`src/hdl/annp_cfg.svh`:
```
// Constants of the next page register bank: offsets, field positions,
// reset values.
// Assumes inclusion by bare name from the package and bench files.
`ifndef ANNP_CFG_SVH
`define ANNP_CFG_SVH

// Register indices as printed; byte address is four times the index.
`define ANNP_IDX_EXP 6'h06
`define ANNP_IDX_TX 6'h07
`define ANNP_IDX_RX 6'h08
`define ANNP_ADDR_EXP {`ANNP_IDX_EXP, 2'h0}
`define ANNP_ADDR_TX {`ANNP_IDX_TX, 2'h0}
`define ANNP_ADDR_RX {`ANNP_IDX_RX, 2'h0}

// Field positions of a page word and of the page-received flag.
`define ANNP_BIT_MORE 15
`define ANNP_BIT_ACK 14
`define ANNP_BIT_MP 13
`define ANNP_BIT_COMPLY_ACKNOWLEDGE 12
`define ANNP_BIT_TOG 11
`define ANNP_CODE_MSB 10
`define ANNP_BIT_PAGE_RX 1

// Reset values.
`define ANNP_MORE_RST 1'h0
`define ANNP_MP_RST 1'h1
`define ANNP_COMPLY_ACKNOWLEDGE_RST 1'h0
`define ANNP_TOG_RST 1'h0
`define ANNP_CODE_RST 11'h001
`define ANNP_PAGE_RST 16'h2001

`endif

```
`src/hdl/annp_pkg.sv`:
```
// Types shared by the next page register bank.
// Assumes annp_cfg.svh is on the include path.
package annp_pkg;
  `include "annp_cfg.svh"

  // One link code word of a next page exchange.
  typedef struct packed {
    logic more_pages_request;
    logic ack;
    logic message_page_flag;
    logic comply_acknowledge;
    logic page_toggle;
    logic [10:0] code;
  } annp_page_s;

  typedef enum logic [1:0] {
    ANNP_SEL_NONE = 2'h0,
    ANNP_SEL_EXP = 2'h1,
    ANNP_SEL_TX = 2'h2,
    ANNP_SEL_RX = 2'h3
  } annp_sel_e;
endpackage

```
`src/hdl/annp_rx_store.sv`:
```
// Holder of the page last received from the link partner.
// Assumes a single clock and the bank's asynchronous active-low reset.
`timescale 1ns/100ps
module annp_rx_store
  import annp_pkg::*;
(
  input wire logic pclk,
  input wire logic presetn,
  input wire logic load,
  input annp_page_s din,
  output annp_page_s dout
);

  typedef struct packed {
    annp_page_s page;
  } annp_store_s;

  annp_store_s st_r;
  annp_store_s st_nxt;

  always_comb begin
    st_nxt = st_r;
    if (load) begin
      st_nxt.page = din;
    end
  end

  always_ff @(posedge pclk or negedge presetn) begin
    if (!presetn) begin
      st_r <= `ANNP_PAGE_RST;
    end else begin
      st_r <= st_nxt;
    end
  end

  assign dout = st_r.page;
endmodule

```
`src/hdl/annp_regs.sv`:
```
// Next page transmit and receive registers with the page-received flag,
// reached over APB, facing the auto-negotiation arbitration logic.
// Assumes link-side inputs are synchronous to pclk and pulses last one
// cycle.
//
// Decided for this implementation: register access over APB.
`timescale 1ns/100ps
module annp_regs
  import annp_pkg::*;
(
  input wire logic pclk,
  input wire logic presetn,
  input wire logic psel,
  input wire logic penable,
  input wire logic pwrite,
  input wire logic [7:0] paddr,
  input wire logic [31:0] pwdata,
  output logic [31:0] prdata,
  output logic pready,
  output logic pslverr,
  input wire logic np_active,
  input wire logic base_toggle,
  input wire logic local_ack,
  input wire logic rx_page_valid,
  input annp_page_s rx_page,
  input wire logic tx_page_load,
  output annp_page_s tx_page,
  output logic tx_page_valid
);

  ////////////////////////////////////////////////////////////////////////
  // State.

  typedef struct packed {
    logic more_pages_request;
    logic message_page_flag;
    logic comply_acknowledge;
    logic page_toggle;
    logic [10:0] code;
    logic page_rx;
    logic active_d;
    logic [31:0] rdata;
    logic slverr;
    annp_page_s tx_page;
    logic tx_valid;
  } annp_state_s;

  annp_state_s st_r;
  annp_state_s st_nxt;

  annp_page_s rx_held;
  logic rx_load;
  logic setup;
  logic access;
  logic wr_en;
  logic rd_en;
  logic rx_arrive;
  annp_sel_e sel;

  ////////////////////////////////////////////////////////////////////////
  // Helpers.

  // Decodes a byte address into one of the mapped registers, or none if unmapped.
  function automatic annp_sel_e decode(input logic [7:0] addr);
    annp_sel_e s;
    s = ANNP_SEL_NONE;
    case (addr)
      `ANNP_ADDR_EXP: begin
        s = ANNP_SEL_EXP;
      end
      `ANNP_ADDR_TX: begin
        s = ANNP_SEL_TX;
      end
      `ANNP_ADDR_RX: begin
        s = ANNP_SEL_RX;
      end
      default: begin
        s = ANNP_SEL_NONE;
      end
    endcase
    return s;
  endfunction

  // Widens a page word to the bus, upper half reading as zero.
  function automatic logic [31:0] widen(input annp_page_s p);
    return {16'h0000, p};
  endfunction

  // Builds the outgoing link code word from the transmit fields.
  function automatic annp_page_s tx_word(input annp_state_s s,
                                         input logic ack);
    annp_page_s p;
    p.more_pages_request = s.more_pages_request;
    p.ack = ack;
    p.message_page_flag = s.message_page_flag;
    p.comply_acknowledge = s.comply_acknowledge;
    p.page_toggle = s.page_toggle;
    p.code = s.code;
    return p;
  endfunction

  ////////////////////////////////////////////////////////////////////////
  // Bus phases.

  // Zero wait states: every access phase completes at once.
  assign setup = psel && !penable;
  assign access = psel && penable;
  assign wr_en = access && pwrite;
  assign rd_en = access && !pwrite;
  assign sel = decode(paddr);
  assign pready = 1'h1;

  ////////////////////////////////////////////////////////////////////////
  // Received page store.

  // Only pages taken during an exchange land here; base pages belong
  // to the partner ability register elsewhere.
  assign rx_arrive = rx_page_valid;
  assign rx_load = rx_page_valid && np_active;

  annp_rx_store u_rx_store (
    .pclk(pclk),
    .presetn(presetn),
    .load(rx_load),
    .din(rx_page),
    .dout(rx_held)
  );

  ////////////////////////////////////////////////////////////////////////
  // Next state.

  always_comb begin
    st_nxt = st_r;
    st_nxt.active_d = np_active;
    st_nxt.tx_valid = 1'h0;

    // Software writes land at the access edge only.
    if (wr_en && sel == ANNP_SEL_TX) begin
      st_nxt.more_pages_request = pwdata[`ANNP_BIT_MORE];
      st_nxt.message_page_flag = pwdata[`ANNP_BIT_MP];
      st_nxt.comply_acknowledge = pwdata[`ANNP_BIT_COMPLY_ACKNOWLEDGE];
      st_nxt.code = pwdata[`ANNP_CODE_MSB:0];
    end

    // A new exchange starts from the inverse of the base page toggle.
    if (np_active && !st_r.active_d) begin
      st_nxt.page_toggle = ~base_toggle;
    end else if (np_active && tx_page_load) begin
      // The word goes out with the present toggle; the register then
      // shows its inverse for the next one.
      st_nxt.tx_page = tx_word(st_r, local_ack);
      st_nxt.tx_valid = 1'h1;
      st_nxt.page_toggle = ~st_r.page_toggle;
    end

    // Clear on read happens at the access edge; a page arriving in the
    // same cycle keeps the flag set so that it is not lost.
    if (rd_en && sel == ANNP_SEL_EXP) begin
      st_nxt.page_rx = 1'h0;
    end
    if (rx_arrive) begin
      st_nxt.page_rx = 1'h1;
    end

    // Read data and error are prepared in the setup phase so that both
    // come from flip-flops during the access phase.
    if (setup) begin
      st_nxt.slverr = 1'h0;
      case (sel)
        ANNP_SEL_EXP: begin
          st_nxt.rdata = 32'h0000_0000;
          st_nxt.rdata[`ANNP_BIT_PAGE_RX] = st_r.page_rx;
        end
        ANNP_SEL_TX: begin
          st_nxt.rdata = widen(tx_word(st_r, local_ack));
        end
        ANNP_SEL_RX: begin
          st_nxt.rdata = widen(rx_held);
        end
        default: begin
          st_nxt.rdata = 32'h0000_0000;
          st_nxt.slverr = 1'h1;
        end
      endcase
    end
  end

  ////////////////////////////////////////////////////////////////////////
  // Registers.

  always_ff @(posedge pclk or negedge presetn) begin
    if (!presetn) begin
      st_r.more_pages_request <= `ANNP_MORE_RST;
      st_r.message_page_flag <= `ANNP_MP_RST;
      st_r.comply_acknowledge <= `ANNP_COMPLY_ACKNOWLEDGE_RST;
      st_r.page_toggle <= `ANNP_TOG_RST;
      st_r.code <= `ANNP_CODE_RST;
      st_r.page_rx <= 1'h0;
      st_r.active_d <= 1'h0;
      st_r.rdata <= 32'h0000_0000;
      st_r.slverr <= 1'h0;
      st_r.tx_page <= `ANNP_PAGE_RST;
      st_r.tx_valid <= 1'h0;
    end else begin
      st_r <= st_nxt;
    end
  end

  ////////////////////////////////////////////////////////////////////////
  // Outputs.

  // Error is shown only while the access phase stands, so a stale
  // flag from a former setup never leaks onto the bus.
  assign prdata = st_r.rdata;
  assign pslverr = access && st_r.slverr;
  assign tx_page = st_r.tx_page;
  assign tx_page_valid = st_r.tx_valid;
endmodule

```
`config.mk`:
```
export PLATFORM = sky130hd
export DESIGN_NAME = annp_regs
export DESIGN_NICKNAME = d
export VERILOG_FILES = /design/src/hdl/annp_pkg.sv /design/src/hdl/annp_rx_store.sv /design/src/hdl/annp_regs.sv
export VERILOG_INCLUDE_DIRS = /design/src /design/src/hdl
export SDC_FILE = /design/constraint.sdc
export NUM_CORES = 1
export LEC_CHECK = 0
export BUFFER_PORTS_ARGS = -buffer_cell sky130_fd_sc_hd__buf_2
export CAP_MARGIN = 30
export CELL_PAD_IN_SITES_DETAIL_PLACEMENT = 0
export CELL_PAD_IN_SITES_GLOBAL_PLACEMENT = 1
export CORE_AREA = 2 2 104 106
export CTS_CLUSTER_SIZE = 25
export DETAILED_ROUTE_END_ITERATION = 10
export DIE_AREA = 0 0 106 108
export PLACE_DENSITY = 0.65
export SLEW_MARGIN = 20
export SYNTH_ARGS = -nofsm -noshare
export SYNTH_HDL_FRONTEND = slang
export SYNTH_SLANG_ARGS = --single-unit
```
`constraint.sdc`:
```
create_clock -name pclk -period 2.5 [get_ports pclk]
set_input_delay 0.125 -clock pclk [delete_from_list [all_inputs] [get_ports pclk]]
set_output_delay 0.125 -clock pclk [all_outputs]
set_load 0.005 [all_outputs]
```
==> run_results.csv <==
group,metric,value,unit
detailed_routing,vias,1894,
pwr,p_leak,1.92,nW
setup_path,r2r-end,"tx_page[4]$_DFFE_PN0P_",
logic_synthesis,synth-edff-count,0,
clock_tree,tritoncts,"yes",
final_layout,area_growth,19.8,%
timing,slew_violations,0,
clock_tree,ctsHoldBuffers,8,
logic_synthesis,ys_seq_area_frac,0.539,
final_layout,fill_cells,1036,
place,port_buffers,81,
logic_synthesis,syn_inst,231,
pwr,finalPower,2.51,mW
clock_tree,cts.sinks,67,
detailed_routing,drt_first_pass_iters,4,
detailed_routing,drc,0,
place,gp_congestion,0.692,
timing,final.period_utilization,0.638,
setup_path,crit_type,"in2reg",
final_layout,seq_area,1680,um^2
die,core.rowCount,37,
setup_path,critPathMaxFanout,14,
logic_synthesis,ys_async_sr_fraction,1.00,
timing,finalHoldViolCount,0,
pwr,p_per_area,672,nW/um^2
timing,setup_viol,0,
timing,rsz0062_at_grt,"no",
clock_tree,clk_latency,0.33,ns
status,status,"finished, final reports clean",
place,placed_cell_area,3390,um^2
final_layout,fin_nets,362,
setup_path,r2r_start,"st_r[50]$_DFF_PN0_",
logic_synthesis,avgSynthCellArea,13.5,um^2
logic_synthesis,ys.warnings.count,0,
min_path,hp-start,"rx_page[5]",
final_layout,final_layout_size_suffix_gt1_frac,0.535,
min_path,hold_path.class,"in2reg",
final_layout,final_cell_mix,"buf_2, dfrtp_1, mux2_2",
clock_tree,ctsLongestPathBuffers,2,
logic_synthesis,synth_top_area_frac,0.489,
flow_run,cap_viol_max_count,0,
final_layout,multi_input_area,1070,um^2
logic_synthesis,ys_types,32,
setup_path,arrival,1.81,ns
timing,finalSetupTns,0,ns
setup_path,start_kind,"input port",
global_routing,antenna_found_initial,0,
final_layout,fin_util,0.365,
global_routing,grt_pass1_wl,10.4,mm
global_routing,grt_pass1_vias,1941,
logic_synthesis,ys_dominant_reg_cell,"dfrtp_1",
timing,slew_headroom,0.431,
place,hpwl,4.25,mm
detailed_routing,drtAntennaViolNets,0,
clock_tree,clkSlewWorstSetupHoldPaths,0.07,ns
setup_path,r2r_slack,1.22,ns
timing,tightest_slew,0.854,ns
global_routing,grt_use_total,0.122,
timing,finClkSkew,0.00438,ns
clock_tree,htreeDepth,3,
die,die_x,106,um
final_layout,n_antenna_cell,0,
die,coreArea,10200,um^2
global_routing,grt_max_degree,68,
clock_tree,cts_buffers,9,
min_path,min_path_cells,2,
die,start_util,0.305,
die,dieArea,11400,um^2
setup_path,required,2.72,ns
die,dieHeight,108,um
detailed_routing,drt_iter0_markers,71,
pwr,ir_worst_vdd,0.000242,V
min_path,hold_end,"u_rx_store.dout[5]$_DFFE_PN0P_",
setup_path,critPathCaptureType,"flip-flop",
die,io_pins,117,
detailed_routing,routed_wl,6.58,mm
logic_synthesis,mappedNetlistArea,3120,um^2
setup_path,reg2regPathDepth,3,
final_layout,layout_commonest_cell,"buf_2",
logic_synthesis,yosys-top-cells-area,"dfrtp_1, mux2_2, buf_4",
clock_tree,post_cts_buffers,0,
clock_tree,root_buffer,"clkbuf_8",
logic_synthesis,synth_top_area_cell,"dfrtp_1",
logic_synthesis,synth_seq_cells,67,
detailed_routing,routed_via_density,4.33,
final_layout,stdcell_area,3740,um^2
detailed_routing,route.detailed.wl_per_inst,15.1,um
timing,max_freq,627,MHz
clock_tree,cts_resized,0,
timing,fin_crit,1.59,ns
global_routing,grt-ovfl-total,0,
-- power by group --
| group | switching (mW) | leakage (nW) | internal [mW] |
|---|---|---|---|
| Clock | 0.399 | 0.133 | 0.743 |
| Combinational | 0.0879 | 0.923 | 0.102 |
| Sequential | 0.0313 | 0.866 | 1.15 |
-- cell families after synthesis --
logic type | Yosys count | share of synthesized area
mux | 47 | 0.181
simple gates | 33 | 0.0758
compound gates | 22 | 0.0633
other cells | 2 | 0.00241
flops | 67 | 0.539
buf+inv | 60 | 0.138
-- stage by stage --
step	hold WS, ns	instances	setup slack (ns)
finish	0.0190	437	0.905
global placement	0.288	412	0.558
floorplan	-0.171	246	0.700
detailed placement	0.299	412	0.541
CTS	0.000367	436	0.907
global route	0.000841	437	0.870
-- cell type report --
cell class,instances,area share
Inverter,3,0.00301
Clock inverter,4,0.0254
Timing Repair Buffer,96,0.145
Sequential cell,67,0.450
Clock buffer,12,0.0442
Multi-Input combinational cell,119,0.286
Tap cell,136,0.0455
-- layer usage --
| metal | global-route usage | vias up | share of wire |
|---|---|---|---|
| met5 | 0 | - | 0 |
| met4 | 0.0423 | 0 | 0.012 |
| met3 | 0.0332 | 7 | 0.064 |
| met2 | 0.198 | 75 | 0.47 |
| met1 | 0.158 | 933 | 0.46 |
| li1 | - | 879 | - |
-- critical path, cell delays in order --
cell and delay (ns):
buf_2 0.10, or4_4 0.61, nor4_4 0.27, buf_4 0.33
mux2_2 0.37
-- flip-flops by register name (all words and copies together) (netlist names) --
register and flops:
u_rx_store.dout 16, prdata 16, st_r 18, tx_page 16, tx_page_valid 1
-- worst max path at each step --
stage / slack (ns) / from / end
5_1_grt: 0.87 / paddr[7] / st_r[53]$_DFFE_PN0P_
2_1_floorplan: 0.70 / paddr[7] / st_r[56]$_DFFE_PN0P_
4_1_cts: 0.91 / paddr[7] / st_r[55]$_DFFE_PN0P_
3_3_place_gp: 0.56 / paddr[7] / st_r[54]$_DFFE_PN0P_
3_5_place_dp: 0.54 / paddr[7] / st_r[55]$_DFFE_PN0P_
6_report: 0.91 / paddr[7] / st_r[55]$_DFFE_PN0P_
-- synthesized netlist by cell type, drive strengths merged (2+ instances only) --
master  count
o21ai       2
nand2b      2
dfstp       6
a221o      15
clkbuf      4
buf        53
inv         3
conb        2
mux2       46
and2       16
dfrtp      61
nor4        3
nand2       5
No activity file was read; power rests on OpenSTA's default activity.
